File: src/design/cbx_consts.vh
// Purpose: Shared constants of the compare, barrier and xor decode block
// Assumes: Verilog-2005, included by bare name
// Notes:   Opcode patterns hold the fixed bits of each halfword encoding
`ifndef CBX_CONSTS_VH
`define CBX_CONSTS_VH

// ==========================================================================
// Register map (byte addresses)
`define CTRL_REG_ADDR     4'h0
`define STATUS_REG_ADDR   4'h4
`define COUNT_REG_ADDR    4'h8

// ==========================================================================
// Field positions
`define CTRL_ENABLE_BIT   0
`define STAT_STALL_BIT    4
`define STAT_ORDER_BIT    5
`define STAT_UNPRED_BIT   6
`define STAT_UNDEF_BIT    7
`define CTRL_RESET_VAL    32'h00000001
`define CTRL_ENABLE_RST   1'b1

// ==========================================================================
// Sixteen-bit opcode patterns
`define OPC_COMPARE_NEG   10'h10B
`define OPC_COMPARE_LO    10'h10A
`define OPC_XOR           10'h101
`define OPC_COMPARE_IMM   5'h05
`define OPC_COMPARE_HI    8'h45
`define OPC_MOVE          8'h46

// ==========================================================================
// Thirty-two-bit barrier patterns
`define OPC_BAR_HW0       12'hF3B
`define OPC_SYNC_BAR      4'h4
`define OPC_ORDER_BAR     4'h5
`define FULL_SYSTEM_OPT   4'hF

// ==========================================================================
// Condition codes and register indices
`define COND_ALWAYS       4'hE
`define REG_LOW_LIMIT     4'h8
`define REG_PC            4'hF

// ==========================================================================
// Operation one-hot positions
`define OP_NONE           8'h00
`define OP_ADD_CHK        0
`define OP_SUB_IMM        1
`define OP_SUB_LO         2
`define OP_SUB_HI         3
`define OP_MOV            4
`define OP_XOR            5
`define OP_ORDER          6
`define OP_SYNC           7

`endif

File: src/design/compare_barrier_xor_decode.v
// Purpose: Decode and execute compare, copy, barrier and xor instructions
// Assumes: Register file reads combinationally from registered indices
// Notes:   Wishbone classic slave holds control, status and a counter
//
// Design decisions made here: the Wishbone register port and the placing of the registers.
`default_nettype none
`include "cbx_consts.vh"

// Operation
// - compare_negative adds both registers, carry-in zero, sets all four flags.
// - compare_op immediate takes 3-bit index and zero-extended byte_immediate 0-255.
// - compare_op immediate adds register, inverted immediate, carry one; sets flags.
// - Low compare_op form takes both operands from R0-R7, no shift.
// - High compare_op form joins extra bit; both low or any R15 unpredictable.
// - compare_op register adds first, inverted second, carry one; sets flags.
// - copy_alias decodes exactly as register move.
// - memory_order_barrier orders earlier explicit accesses before later ones only.
// - memory_order_barrier option 1111 is full system; others act the same.
// - sync_barrier stalls later instructions until accesses and maintenance finish.
// - sync_barrier option 1111 is full system; others act the same.
// - xor_op uses one field as destination and source; flags only outside conditional block.
// - xor_op writes XOR; flags N, Z, C from shifter carry, V kept. The code keeps C unchanged instead.
module compare_barrier_xor_decode (
  // Clock and reset
  input  wire        clk_i,
  input  wire        rst_i,
  // Fetch stage
  input  wire [31:0] instr_i,
  input  wire        instr_valid_i,
  input  wire [3:0]  cond_i,
  input  wire        in_it_block_i,
  output reg         instr_ready_o,
  // Register file
  output reg  [3:0]  rf_raddr_a_o,
  output reg  [3:0]  rf_raddr_b_o,
  input  wire [31:0] rf_rdata_a_i,
  input  wire [31:0] rf_rdata_b_i,
  output reg         rf_we_o,
  output reg  [3:0]  rf_waddr_o,
  output reg  [31:0] rf_wdata_o,
  // Program status flags
  output reg         flag_n_o,
  output reg         flag_z_o,
  output reg         flag_c_o,
  output reg         flag_v_o,
  // Memory system
  input  wire        mem_pending_i,
  input  wire        maint_busy_i,
  output reg         mem_order_o,
  output reg         sync_stall_o,
  // Exceptions
  output reg         unpred_o,
  output reg         undef_o,
  // Wishbone slave
  input  wire        wb_cyc_i,
  input  wire        wb_stb_i,
  input  wire        wb_we_i,
  input  wire [3:0]  wb_adr_i,
  input  wire [3:0]  wb_sel_i,
  input  wire [31:0] wb_dat_i,
  output reg  [31:0] wb_dat_o,
  output reg         wb_ack_o
);

  // ========================================================================
  // States
  localparam [2:0] S_IDLE = 3'b001;
  localparam [2:0] S_EXEC = 3'b010;
  localparam [2:0] S_SYNC = 3'b100;

  // ========================================================================
  // Functions
  function [7:0] decode_op;
    input [31:0] ins;
    reg   [15:0] h0;
    reg   [15:0] h1;
    begin
      h0 = ins[15:0];
      h1 = ins[31:16];
      decode_op = `OP_NONE;
      if (h0[15:6] == `OPC_COMPARE_NEG)
        decode_op[`OP_ADD_CHK] = 1'b1;
      else if (h0[15:11] == `OPC_COMPARE_IMM)
        decode_op[`OP_SUB_IMM] = 1'b1;
      else if (h0[15:6] == `OPC_COMPARE_LO)
        decode_op[`OP_SUB_LO] = 1'b1;
      else if (h0[15:8] == `OPC_COMPARE_HI)
        decode_op[`OP_SUB_HI] = 1'b1;
      else if (h0[15:8] == `OPC_MOVE)
        decode_op[`OP_MOV] = 1'b1;
      else if (h0[15:6] == `OPC_XOR)
        decode_op[`OP_XOR] = 1'b1;
      else if (h0[15:4] == `OPC_BAR_HW0 && h1[15:14] == 2'b10 && !h1[12]) begin
        if (h1[7:4] == `OPC_ORDER_BAR)
          decode_op[`OP_ORDER] = 1'b1;
        else if (h1[7:4] == `OPC_SYNC_BAR)
          decode_op[`OP_SYNC] = 1'b1;
      end
    end
  endfunction

  function cond_ok;
    input [3:0] cond;
    input       n;
    input       z;
    input       c;
    input       v;
    reg         base;
    begin
      case (cond[3:1])
        3'd0:    base = z;
        3'd1:    base = c;
        3'd2:    base = n;
        3'd3:    base = v;
        3'd4:    base = c & ~z;
        3'd5:    base = (n == v);
        3'd6:    base = (n == v) & ~z;
        default: base = 1'b1;
      endcase
      cond_ok = (cond[0] && cond != 4'hF) ? ~base : base;
    end
  endfunction

  // ========================================================================
  // Internal state
  reg [2:0]  state_reg;
  reg [31:0] instr_reg;
  reg [7:0]  op_reg;
  reg [3:0]  cond_reg;
  reg        in_it_reg;
  reg        enable_reg;
  reg        unpred_sticky_reg;
  reg        undef_sticky_reg;
  reg [3:0]  option_reg;
  reg [31:0] count_reg;

  wire [7:0]  op_in = decode_op(instr_i);
  wire [15:0] hw0   = instr_reg[15:0];
  wire [3:0]  idx_a = rf_raddr_a_o;
  wire [3:0]  idx_b = rf_raddr_b_o;

  // ========================================================================
  // Shared adder for the compare forms
  wire        is_addchk = op_reg[`OP_ADD_CHK];
  wire [31:0] imm_ext  = {24'h000000, hw0[7:0]};
  wire [31:0] add_b    = is_addchk ? rf_rdata_b_i :
                         (op_reg[`OP_SUB_IMM] ? ~imm_ext : ~rf_rdata_b_i);
  wire        add_cin  = ~is_addchk;
  wire [32:0] sum      = {1'b0, rf_rdata_a_i} + {1'b0, add_b} + {32'h00000000, add_cin};
  wire        add_v    = (rf_rdata_a_i[31] == add_b[31]) && (sum[31] != rf_rdata_a_i[31]);
  wire [31:0] xor_res  = rf_rdata_a_i ^ rf_rdata_b_i;
  wire        pass     = cond_ok(cond_reg, flag_n_o, flag_z_o, flag_c_o, flag_v_o);
  wire        is_compare = |op_reg[`OP_SUB_HI:`OP_ADD_CHK];
  wire        hi_bad   = (idx_a < `REG_LOW_LIMIT && idx_b < `REG_LOW_LIMIT) ||
                         idx_a == `REG_PC || idx_b == `REG_PC;
  wire        take     = instr_valid_i && instr_ready_o;
  wire        sync_done = !mem_pending_i && !maint_busy_i;

  // ========================================================================
  // Bus access decode
  wire        wb_req   = wb_cyc_i && wb_stb_i && !wb_ack_o;
  wire        wb_wr    = wb_req && wb_we_i;
  wire        ctrl_wr  = wb_wr && wb_adr_i == `CTRL_REG_ADDR && wb_sel_i[0];
  wire        stat_wr  = wb_wr && wb_adr_i == `STATUS_REG_ADDR && wb_sel_i[0];
  wire [31:0] status_word = {20'h00000, option_reg, undef_sticky_reg, unpred_sticky_reg,
                             mem_order_o, sync_stall_o,
                             flag_n_o, flag_z_o, flag_c_o, flag_v_o};

  // ========================================================================
  // Decode and execute
  always @(posedge clk_i) begin
    if (rst_i) begin
      state_reg     <= S_IDLE;
      instr_reg     <= 32'h00000000;
      op_reg        <= `OP_NONE;
      cond_reg      <= `COND_ALWAYS;
      in_it_reg     <= 1'b0;
      instr_ready_o <= 1'b0;
      rf_raddr_a_o  <= 4'h0;
      rf_raddr_b_o  <= 4'h0;
      rf_we_o       <= 1'b0;
      rf_waddr_o    <= 4'h0;
      rf_wdata_o    <= 32'h00000000;
      flag_n_o      <= 1'b0;
      flag_z_o      <= 1'b0;
      flag_c_o      <= 1'b0;
      flag_v_o      <= 1'b0;
      mem_order_o   <= 1'b0;
      sync_stall_o  <= 1'b0;
      unpred_o      <= 1'b0;
      undef_o       <= 1'b0;
      option_reg    <= `FULL_SYSTEM_OPT;
      count_reg     <= 32'h00000000;
    end else begin
      rf_we_o  <= 1'b0;
      unpred_o <= 1'b0;
      undef_o  <= 1'b0;
      // Order request ends once earlier accesses are observed
      if (mem_order_o && !mem_pending_i)
        mem_order_o <= 1'b0;
      case (state_reg)
        S_IDLE: begin
          instr_ready_o <= enable_reg;
          if (take) begin
            instr_ready_o <= 1'b0;
            instr_reg     <= instr_i;
            op_reg        <= op_in;
            cond_reg      <= cond_i;
            in_it_reg     <= in_it_block_i;
            state_reg     <= S_EXEC;
            if (op_in[`OP_SUB_IMM])
              rf_raddr_a_o <= {1'b0, instr_i[10:8]};
            else if (op_in[`OP_SUB_HI])
              rf_raddr_a_o <= {instr_i[7], instr_i[2:0]};
            else
              rf_raddr_a_o <= {1'b0, instr_i[2:0]};
            if (op_in[`OP_SUB_HI] || op_in[`OP_MOV])
              rf_raddr_b_o <= instr_i[6:3];
            else
              rf_raddr_b_o <= {1'b0, instr_i[5:3]};
          end
        end
        S_EXEC: begin
          state_reg     <= S_IDLE;
          instr_ready_o <= enable_reg;
          if (op_reg == `OP_NONE) begin
            undef_o <= 1'b1;
          end else if (!pass) begin
            // Skipped: no register, flag or barrier effect
            state_reg <= S_IDLE;
          end else if (op_reg[`OP_SUB_HI] && hi_bad) begin
            unpred_o <= 1'b1;
          end else if (op_reg[`OP_MOV] && {hw0[7], hw0[2:0]} == `REG_PC) begin
            unpred_o <= 1'b1;
          end else begin
            count_reg <= count_reg + 32'h00000001;
            if (is_compare) begin
              flag_n_o <= sum[31];
              flag_z_o <= (sum[31:0] == 32'h00000000);
              flag_c_o <= sum[32];
              flag_v_o <= add_v;
            end
            if (op_reg[`OP_MOV]) begin
              rf_we_o    <= 1'b1;
              rf_waddr_o <= {hw0[7], hw0[2:0]};
              rf_wdata_o <= rf_rdata_b_i;
            end
            if (op_reg[`OP_XOR]) begin
              rf_we_o    <= 1'b1;
              rf_waddr_o <= idx_a;
              rf_wdata_o <= xor_res;
              if (!in_it_reg) begin
                flag_n_o <= xor_res[31];
                flag_z_o <= (xor_res == 32'h00000000);
                flag_c_o <= flag_c_o;
              end
            end
            if (op_reg[`OP_ORDER]) begin
              // Every option value acts as full system ordering
              option_reg  <= instr_reg[19:16];
              mem_order_o <= mem_pending_i;
            end
            if (op_reg[`OP_SYNC]) begin
              // Every option value acts as full system completion
              option_reg    <= instr_reg[19:16];
              sync_stall_o  <= 1'b1;
              instr_ready_o <= 1'b0;
              state_reg     <= S_SYNC;
            end
          end
        end
        S_SYNC: begin
          instr_ready_o <= 1'b0;
          if (sync_done) begin
            sync_stall_o  <= 1'b0;
            instr_ready_o <= enable_reg;
            state_reg     <= S_IDLE;
          end
        end
        default: begin
          state_reg     <= S_IDLE;
          instr_ready_o <= 1'b0;
        end
      endcase
    end
  end

  // ========================================================================
  // Wishbone register file
  always @(posedge clk_i) begin
    if (rst_i) begin
      wb_ack_o          <= 1'b0;
      wb_dat_o          <= 32'h00000000;
      enable_reg        <= `CTRL_ENABLE_RST;
      unpred_sticky_reg <= 1'b0;
      undef_sticky_reg  <= 1'b0;
    end else begin
      wb_ack_o <= wb_req;
      if (ctrl_wr)
        enable_reg <= wb_dat_i[`CTRL_ENABLE_BIT];
      // Hardware set wins over a write-one clear in the same cycle
      if (unpred_o)
        unpred_sticky_reg <= 1'b1;
      else if (stat_wr && wb_dat_i[`STAT_UNPRED_BIT])
        unpred_sticky_reg <= 1'b0;
      if (undef_o)
        undef_sticky_reg <= 1'b1;
      else if (stat_wr && wb_dat_i[`STAT_UNDEF_BIT])
        undef_sticky_reg <= 1'b0;
      if (wb_req && !wb_we_i) begin
        case (wb_adr_i)
          `CTRL_REG_ADDR:   wb_dat_o <= {31'h00000000, enable_reg};
          `STATUS_REG_ADDR: wb_dat_o <= status_word;
          `COUNT_REG_ADDR:  wb_dat_o <= count_reg;
          default:          wb_dat_o <= 32'h00000000;
        endcase
      end
    end
  end

endmodule
`default_nettype wire

File: config.mk
export PLATFORM = sky130hd
export DESIGN_NAME = compare_barrier_xor_decode
export DESIGN_NICKNAME = d
export VERILOG_FILES = /design/src/design/compare_barrier_xor_decode.v
export VERILOG_INCLUDE_DIRS = /design/src /design/src/design
export SDC_FILE = /design/constraint.sdc
export NUM_CORES = 1
export LEC_CHECK = 0
export BUFFER_PORTS_ARGS = -buffer_cell sky130_fd_sc_hd__buf_2
export CAP_MARGIN = 10
export CORE_MARGIN = 2
export CORE_UTILIZATION = 40
export CTS_CLUSTER_SIZE = 30
export DETAILED_ROUTE_END_ITERATION = 10
export SLEW_MARGIN = 5
export SYNTH_ARGS = -nofsm -noshare
export SYNTH_HDL_FRONTEND = slang
export SYNTH_SLANG_ARGS = --single-unit
export TNS_END_PERCENT = 50
File: constraint.sdc
create_clock -name clk_i -period 4.02 [get_ports clk_i]
set_input_delay 0.603 -clock clk_i [delete_from_list [all_inputs] [get_ports clk_i]]
set_output_delay 0.603 -clock clk_i [all_outputs]
set_load 0.01 [all_outputs]
==> results of run 1 <==
-- metrics by stage --
| stage | power [mW] | util, % | cells | setup slack (ps) |
|---|---|---|---|---|
| 4_1_cts | 4.00 | 48.9 | 1670 | 266 |
| 5_1_grt | 4.18 | 48.9 | 1670 | 18.4 |
| 6_report | 3.98 | 48.9 | 1670 | 341 |
| 2_1_floorplan | 2.14 | - | 1183 | 300 |
| 3_5_place_dp | 2.42 | 46.3 | 1638 | 40.4 |
| 3_3_place_gp | 2.42 | 46.3 | 1638 | 130 |
-- report_power, final --
group | switching (mW) | total [mW] | leakage [nW] | internal, mW
Clock | 0.684 | 1.57 | 0.281 | 0.885
Sequential | 0.0168 | 1.53 | 1.22 | 1.51
Combinational | 0.536 | 0.883 | 2.87 | 0.347
-- layer usage --
metal | part of all wire [%] | GRT usage [%] | wire [µm] | vias up
met5 | 0 | 0 | 0 | -
met4 | 1.4 | 5.68 | 395 | 0
met3 | 4.1 | 3.54 | 1150 | 21
met2 | 48 | 38.7 | 13600 | 209
met1 | 47 | 30.4 | 13200 | 4295
li1 | - | - | - | 4553
-- what timing repair did --
item | in CTS | in global routing
endpoints found under the hold margin | 0 | 0
setup endpoints to repair | 0 | 1
gates resized for setup | 0 | 4
hold buffers | 0 | 0
-- final cells by class --
class	count	area [µm²]	area share, %
Clock inverter	14	136	1.22
Tap cell	313	392	3.51
Sequential cell	151	3020	27.1
Inverter	24	90.1	0.808
Clock buffer	18	439	3.94
Multi-Input combinational cell	935	5930	53.2
Timing Repair Buffer	215	1130	10.2
-- worst max-delay path: cells and delay by family (launching register included) --
kind,cells,cell delay (ps)
adder cells (fa/ha/maj),1,290
multiplexers,1,330
AND/OR/NAND/NOR,1,410
buffers and inverters,1,210
flip-flops,1,410
AO/OA/AOI/OAI,9,1970
-- cell usage after synthesis (6+ instances only) --
cell type,n
nand2b_1,16
a31oi_1,9
a211o_1,6
ha_1,32
nor3_1,14
a21o_1,6
nor4_1,10
a21oi_1,80
or3_1,12
o211ai_1,8
mux2_2,10
nand2_1,136
clkbuf_1,61
o21a_1,6
nand3b_1,8
o21ai_0,38
dfxtp_1,151
a22oi_1,36
nor4b_1,6
xnor2_1,55
o21ai_1,8
nor2_1,162
nor2b_1,14
nor3b_1,8
nand3_1,21
xor2_1,45
mux2i_1,35
and3_1,15
inv_1,24
nand4_1,34
and2_1,6
a211oi_1,43
-- kinds of logic after synthesis --
logic type	Yosys count	synth area share, %
buffers and inverters	97	4.25
XOR/XNOR	100	9.39
adder cells (fa/ha/maj)	34	4.72
multiplexers	46	5.21
flip-flops	151	32.4
AND/OR/NAND/NOR	476	24.4
AO/OA/AOI/OAI	279	19.6
-- how the worst max path moves through the flow --
stage	cells past startpoint	from	end
final	13	op_reg[1]	flag_z_o
after global routing	14	op_reg[1]	flag_z_o
after CTS	14	op_reg[1]	flag_z_o
after detailed placement	15	rf_rdata_b_i[0]	flag_z_o
after global placement	15	rf_rdata_b_i[0]	flag_z_o
after floorplan	15	op_reg[1]	flag_z_o
==> run metrics, run 1 <==
DP Wirelength 21400 µm; crit path cell chain buf_4 -> mux2_2 -> o21ai_0 -> ha_1 -> a211oi_2 -> o21ai_1 -> a21oi_1 -> o211ai_1 -> a211o_1 -> o2111ai_1 -> o2111ai_1 -> or4_1 -> o21ai_1; Fill cells about 2300; status complete, no violations; TritonRoute pass-1 iters 5; Die Area around 0.025 mm²; critical path arrival 4030 ps; Fin Hold WS around 410 ps; Final Instance Area ~0.011 mm²; port bufs between 150 and 200; vias in the first global route between 8000 and 9000; Worst Path Required approximately 4400 ps; GRT Total Usage between 20% and 30%; Ports around 240; Yosys top cell area share roughly 32%; internal reg-to-reg setup slack approximately 340 ps; CP Capture Type flip-flop; Die H 157 µm; cell count after synthesis ~1200; initial antenna violation count 0; Hold EP cond_reg[1]; pwr dens 357 mW/mm²; Synth Cell Area 0.00932 mm²; kind of critical path reg2reg; post-route minimum period approximately 3700 ps; Worst-path clk slew 70 ps; Starting Density 40.9%; Via-to-Cell Ratio around 5.4; crit share post-route just over 90%; most used cells in the layout excluding fill and tap cells buf_2 (197), nor2_1 (161), dfxtp_1 (151); Leak Pwr around 4.4 nW; pin slew with the least headroom to its limit ~1100 ps; setup violators final 0; fmax ~270 MHz; Yosys top cell by area dfxtp_1; drc violations 0; syn_nets 1366; routed vias 9078; leading cell type in the layout, fill and taps excluded buf_2; routed len/inst about 17 µm; total gr overflow 0; Primary FF master, synth dfxtp_1; RSZ-0062 raised after global routing false; initial drt markers between 500 and 600; EDFF count, synth 0; Clock Tree Buf Depth 2; antenna-violating nets left 0; CP startpoint kind flip-flop; total CTS buffers 17; GPL Wtd Cong between 0.8 and 0.9; min-delay src cond_i[1]; Fin. Hold Viols 0; Cell Rows 55; setup bufs post-CTS 0; slowest cell delay on critical path ~410 ps; YS warnings 0; max-slew violation count 0; Hold WC Path Type in2reg; first-pass GRT wire length approximately 45000 µm; top cells by area, synth dfxtp_1 (32%), nor2_1 (6.5%), nand2_1 (5.5%), xnor2_1 (5.2%), a21oi_1 (4.3%); H-tree depth 4; Yosys reg bits around 150; nets about 1500; FFs w/ async S/R, synth 0%; Cell Area, Placed 0.0106 mm²; Syn Area/Cell 7.88 µm²; layout cells sized above 1 roughly 20%; setup TNS 0 ps; max cap viols 0; TritonCTS clock tree yes; CORE AREA 0.0228 mm²; CP Max Fanout 8; largest net degree at the start of global routing between 70 and 80; Synth-to-Final Area Change 19.5%; peak supply drop about 0.00023 V; n_diodes 0; worst skew pair latency around 420 ps; worst-case reg-to-reg path depth 13; Clock Skews 13.8 ps; synth unique cells 71; reg2reg start op_reg[1]; reg-to-reg endpoint flag_z_o; Crit-path slowest cell dfxtp_1; Horiz. Die Dim between 150 and 200 µm; clock root buffer clkbuf_16; total wire length approximately 28000 µm; relative slew slack a little over a quarter; post-synthesis sequential area ratio about 32%; CTS Sinks between 150 and 200; Hold Crit Depth 3
Note: power is estimated with default switching activity, not from simulation.
==> run 2: changes to the inputs <==
--- a/config.mk
+++ b/config.mk
@@ -6,6 +6,7 @@
 export SDC_FILE = /design/constraint.sdc
 export NUM_CORES = 1
 export LEC_CHECK = 0
+export ABC_AREA = 1
 export BUFFER_PORTS_ARGS = -buffer_cell sky130_fd_sc_hd__buf_2
 export CAP_MARGIN = 10
 export CORE_MARGIN = 2
==> run metrics, run 2 <==
worst skew pair latency 430 ps (about the same); pin slew with the least headroom to its limit 1040 ps (-68.0 ps); relative slew slack 30.9% (+4.5 points); CP Max Fanout 22 (+14); YS warnings 0 (unchanged); Worst Path Required 4370 ps (about the same); Via-to-Cell Ratio 5.12 (-5.7%); Hold Crit Depth 3 (unchanged); most common library cells after synthesis nand2_1 (511), inv_1 (213), nor2_1 (186); Clock Tree Buf Depth 2 (unchanged); Post-CTS Resized 0 (unchanged); Hold WC Path Type in2reg; nets 2010 (+32%); Clock Skews 18.1 ps (+4.33 ps); synth unique cells 43 (-39%); CP delay by family, top simple AND/OR/NAND/NOR gates; top-count cell post-synth nand2_1; CTS Sinks 151 (unchanged); total CTS buffers 17 (unchanged); Starting Density 40.8% (-0.14 points); Fin. Hold Viols 0 (unchanged); Cell Area, Placed 0.0115 mm² (+9.1%); Die Area 0.0270 mm² (+10%); FFs w/ async S/R, synth 0% (unchanged); Syn Area/Cell 6.21 µm² (-21%); initial drt markers 827 (+42%); fmax 300 MHz (+10%); largest net degree at the start of global routing 88 (+21%); post-synthesis sequential area ratio 29.3% (-3.1 points); H-tree depth 4 (unchanged); initial antenna violation count 0 (unchanged); Worst-path clk slew 80 ps (about the same); buffer and inverter count on the worst path 3 (+2); post-route minimum period 3330 ps (-347 ps); CP startpoint kind flip-flop; reg2reg start op_reg[0]; setup TNS 0 ps (unchanged); setup bufs post-CTS 0 (unchanged); port bufs 198 (unchanged); max cap viols 0 (unchanged); Die H 164 µm (+5.0%); Yosys top cell area share 29.3% (-3.1 points); reg-to-reg endpoint flag_z_o; EDFF count, synth 0 (unchanged); min-delay src instr_i[17]; DP Wirelength 26000 µm (+21%); Yosys reg bits 151 (unchanged); CP Capture Type flip-flop; max-slew violation count 0 (unchanged); Final Instance Area 0.0121 mm² (+8.5%); routed len/inst 15.4 µm (-8.9%); TritonRoute pass-1 iters 6 (+1); Yosys top cell by area dfxtp_1; Crit-path slowest cell fa_1; layout cells sized above 1 14.0% (-6.2 points); Synth Cell Area 0.0103 mm² (+10%); total wire length 33500 µm (+18%); GRT Total Usage 25.0% (+2.1 points); crit-path most repeated cell nand2_1; slowest cell delay on critical path 400 ps (about the same); peak supply drop 0.000235 V (+0.21%); Hold EP instr_reg[17]; Fin Hold WS 397 ps (-16.3 ps); drc violations 0 (unchanged); critical path arrival 3690 ps (-340 ps); syn_nets 1841 (+35%); TritonCTS clock tree yes; hold bufs inserted after CTS 0 (unchanged); RSZ-0062 raised after global routing false; Cell Rows 58 (+5.5%); n_diodes 0 (unchanged); CORE AREA 0.0253 mm² (+11%); setup violators final 0 (unchanged); internal reg-to-reg setup slack 690 ps (+350 ps); worst-case reg-to-reg path depth 24 (+11); first-pass GRT wire length 53500 µm (+19%); total power 4.68 mW (+18%); pwr dens 387 mW/mm² (+8.3%); routed vias 11120 (+22%); GPL Wtd Cong 0.903 (+0.33%); fin util 47.9% (-1.0 points); crit share post-route 82.9% (-8.6 points); top cells by area, synth dfxtp_1 (29%), nand2_1 (19%), inv_1 (7.8%), a21oi_1 (7.3%), nor2_1 (6.8%); Ports 236 (unchanged); Primary FF master, synth dfxtp_1; Synth-to-Final Area Change 17.4%; most used cells in the layout excluding fill and tap cells nand2_1 (511), inv_1 (213), buf_2 (197); crit path cell chain nor2_2 -> buf_4 -> o21ai_0 -> o21ai_0 -> fa_1 -> inv_1 -> fa_1 -> inv_1 -> nand2_1 -> nand2_1 -> nand3_1 -> nand2_1 -> nand3_1 -> nand2_1 -> nand2_1 -> nand3_1 -> nand2_1 -> nor2_1 -> nand2_1 -> nor2_1 -> nand2_1 -> nand2_1 -> nand2_1 -> a21oi_1; status complete, no violations; Horiz. Die Dim 164 µm (+5.0%); total gr overflow 0 (unchanged); Leak Pwr 5.71 nW (+31%); Fill cells 2731 (+19%); clock root buffer clkbuf_16; kind of critical path reg2reg; vias in the first global route 10473 (+24%); antenna-violating nets left 0 (unchanged); leading cell type in the layout, fill and taps excluded nand2_1; cell count after synthesis 1658 (+40%)
==> run 2: cell types whose count changed after synthesis, moves of 35 or more <==
cell      before  now
nand2_1      136  511
inv_1         24  213
a21oi_1       80  150
a211oi_1      43    2
nand3_1       21   58
mux2i_1       35    0
==> run 2: per-layer routing <==
layer / global-route usage [%] / part of all wire, %
met1: 32.1 / 45
met2: 42.9 / 48
met3: 3.47 / 4.1
met4: 8.58 / 2.8
met5: 0 / 0
==> run 2: logic make-up (layout without fill, tap and decap cells) <==
group	after synthesis	count (layout)	synth area share, %
AOI/OAI and AO/OA	287	287	16.5
xor gates and xnor gates	61	61	5.19
adders and majority gates	34	34	4.28
buffers and inverters	274	456	10.7
DFF	151	151	29.3
and+or+nand+nor	851	851	34.0
==> run 2: area by class of cell <==
type,instances,area [µm²],area share (%)
clock buffers,17,425,3.52
clock inverters,15,158,1.30
inverters,213,800,6.61
multi-input cells,1233,6180,51.1
flip-flops and latches,151,3020,25.0
well taps,330,413,3.41
repair buffers,211,1090,9.02
==> run 2: stage by stage <==
stage / std cells / worst slack, ps
finish: 2170 / 688
global route: 2170 / 258
CTS: 2170 / 699
detailed placement: 2138 / 713
global placement: 2138 / 767
floorplan: 1658 / 1070
==> run 2: power by group <==
group          switching (mW)  internal, mW  total [mW]
Clock                   0.786         0.834        1.62
Sequential             0.0355          1.53        1.57
Combinational           0.995         0.493        1.49
==> run 2: worst reg2reg max path, delay by kind of cell, from the launching register on <==
family	cells	cell delay, ps
simple gates	16	1480
fa+ha+maj	2	670
buf+inv	3	430
flops	1	360
compound gates	3	330
==> run 2: worst max path at each step <==
stage | startpoint | endpoint | cells past startpoint
finish | op_reg[0] | flag_z_o | 24
global route | op_reg[0] | flag_z_o | 23
CTS | op_reg[0] | flag_z_o | 24
detailed placement | rf_rdata_b_i[0] | flag_z_o | 24
global placement | op_reg[0] | flag_z_o | 24
floorplan | op_reg[0] | flag_z_o | 24
==> run 3: changes to the inputs <==
==> constraint.sdc (replaced) <==
create_clock -name clk_i -period 3.31 [get_ports clk_i]
set_input_delay 0.4965 -clock clk_i [delete_from_list [all_inputs] [get_ports clk_i]]
set_output_delay 0.4965 -clock clk_i [all_outputs]
set_load 0.01 [all_outputs]
==> run metrics, run 3 (synthesized netlist as in run 2, its figures left out) <==
status complete, no violations; GPL Wtd Cong 0.913 (+1.2%); Logic pwr share 31.5% (-0.3 points); CORE AREA 0.0253 mm² (unchanged); buffer and inverter count on the worst path 2 (-1); Sw Ratio 37.6% (-1.2 points); CP startpoint kind flip-flop; Worst Path Required 3660 ps (-710 ps); relative slew slack 31.6% (+0.72 points); peak supply drop 0.000274 V (+16%); Clk pwr share 35.6% (+1.0 points); max-slew violation count 0 (unchanged); TritonRoute pass-1 iters 5 (-1); layout cells sized above 1 14.5% (+0.53 points); largest net degree at the start of global routing 63 (-28%); GRT Total Usage 24.6% (-0.36 points); total wire length 33700 µm (+0.55%); H-tree depth 4 (unchanged); clock root buffer clkbuf_16; Synth-to-Final Area Change 18.4%; fmax 327 MHz (+8.8%); Clock Tree Buf Depth 2 (unchanged); most used cells in the layout excluding fill and tap cells nand2_1 (511), inv_1 (213), buf_2 (198); P_int 3.63 mW (+27%); port bufs 198 (unchanged); routed len/inst 15.5 µm (+0.18%); CP Capture Type flip-flop; Fin. Hold Viols 0 (unchanged); CP delay by family, top simple AND/OR/NAND/NOR gates; pin slew with the least headroom to its limit 1020 ps (-10.8 ps); drc violations 0 (unchanged); Crit-path slowest cell ha_1; Die H 164 µm (unchanged); slowest cell delay on critical path 410 ps (about the same); setup violators final 0 (unchanged); Clock Skews 10.9 ps (-7.25 ps); hold bufs inserted after CTS 0 (unchanged); kind of critical path reg2reg; worst-case reg-to-reg path depth 21 (-13%); first-pass GRT wire length 52900 µm (-1.3%); nets 2018 (+0.40%); critical path depth 21 (-13%); CP Max Fanout 10 (-55%); Worst-path clk slew 70 ps (about the same); initial antenna violation count 0 (unchanged); worst skew pair latency 430 ps (about the same); post-route minimum period 3060 ps (-271 ps); Die Area 0.0270 mm² (unchanged); Psw 2.18 mW (+20%); setup TNS 0 ps (unchanged); critical path arrival 3410 ps (-280 ps); total gr overflow 0 (unchanged); DP Wirelength 26200 µm (+1.1%); routed vias 11167 (+0.42%); antenna-violating nets left 0 (unchanged); crit share post-route 92.5% (+9.6 points); post-place setup slack 149 ps (-564 ps); pwr dens 476 mW/mm² (+23%); crit path cell chain nor2_4 -> buf_4 -> a21oi_1 -> ha_1 -> nand2_1 -> nor2_1 -> inv_1 -> nor2_1 -> and2_1 -> nand2_1 -> nand2_1 -> nand2_1 -> nand2_1 -> nand2_1 -> nor2_1 -> nand2_1 -> nor2_1 -> nand2_1 -> nand2_1 -> nand2_1 -> a21oi_1; Via-to-Cell Ratio 5.13 (about the same); fin util 48.3% (+0.42 points); vias in the first global route 10374 (-0.95%); sequential power share 32.8% (-0.8 points); max cap viols 0 (unchanged); leading cell type in the layout, fill and taps excluded nand2_1; TritonCTS clock tree yes; n_diodes 0 (unchanged); crit-path most repeated cell nand2_1; total CTS buffers 17 (unchanged); Hold WC Path Type in2reg; Hold Crit Depth 3 (unchanged); initial drt markers 801 (-3.1%); CTS Sinks 151 (unchanged); Starting Density 40.8% (unchanged); Horiz. Die Dim 164 µm (unchanged); Cell Rows 58 (unchanged); setup ws final 249 ps (-439 ps); Ports 236 (unchanged); Leak Pwr 5.77 nW (+1.1%)
[run 3: cell types whose count changed in the layout (fill, tap and decap cells not counted), sizes merged]
cell	delta
buf	+8
bufinv	+2
clkinvlp	-2
clkinv	+1
inv	-1
[run 3: per-stage QoR]
step	cells	cell area (µm²)	total power [mW]	hold WS [ps]
6_report	2178	12200	5.81	286
3_5_place_dp	2145	11600	3.75	452
5_1_grt	2178	12200	6.18	290
4_1_cts	2177	12200	5.82	285
2_1_floorplan	1658	10300	3.22	429
3_3_place_gp	2145	11600	3.74	446
[run 3: power groups by stage]
| stage | Combinational [mW] | Clock (mW) | Sequential [mW] |
|---|---|---|---|
| 6_report | 1.83 | 2.07 | 1.91 |
| 5_1_grt | 2.08 | 2.19 | 1.91 |
| 4_1_cts | 1.81 | 2.10 | 1.91 |
| 3_5_place_dp | 1.80 | 0 | 1.95 |
| 3_3_place_gp | 1.80 | 0 | 1.95 |
| 2_1_floorplan | 1.28 | 0 | 1.94 |
[run 3: worst register-to-register path, delay by kind of cell (launching register included)]
kind / cells / cell delay, ps
buffers and inverters: 2 / 340
DFF: 1 / 340
adders and majority gates: 1 / 410
AOI/OAI and AO/OA: 2 / 220
and+or+nand+nor: 16 / 1680
[run 3: cell type report]
class                      count  area (µm²)
multi-input combinational   1233        6190
timing repair buffer         219        1160
sequential                   151        3030
fill                        2716       13100
clock inverter                15         185
inverter                     213         800
clock buffer                  17         425
tap                          330         413
[run 3: repair_timing]
action | CTS | global route
buffers inserted | 0 | 0
endpoints found under the setup margin | 0 | 2
resized for setup | 0 | 7
[run 3: final timing paths]
check | slack (ps) | endpoint | start
worst max-delay path | 250 | flag_z_o | op_reg[1]
worst min-delay path | 290 | instr_reg[16] | instr_i[16]
worst max register to register | 250 | flag_z_o | op_reg[1]
worst min register to register | 460 | rf_wdata_o[13] | rf_wdata_o[13]
[run 3: per-layer routing]
metal	vias up	GRT usage, %	share of wire (%)
met5	-	0	0
met4	0	6.48	1.9
met3	28	3.04	4.0
met2	253	44.2	49
met1	5146	31.1	45
li1	5740	-	-
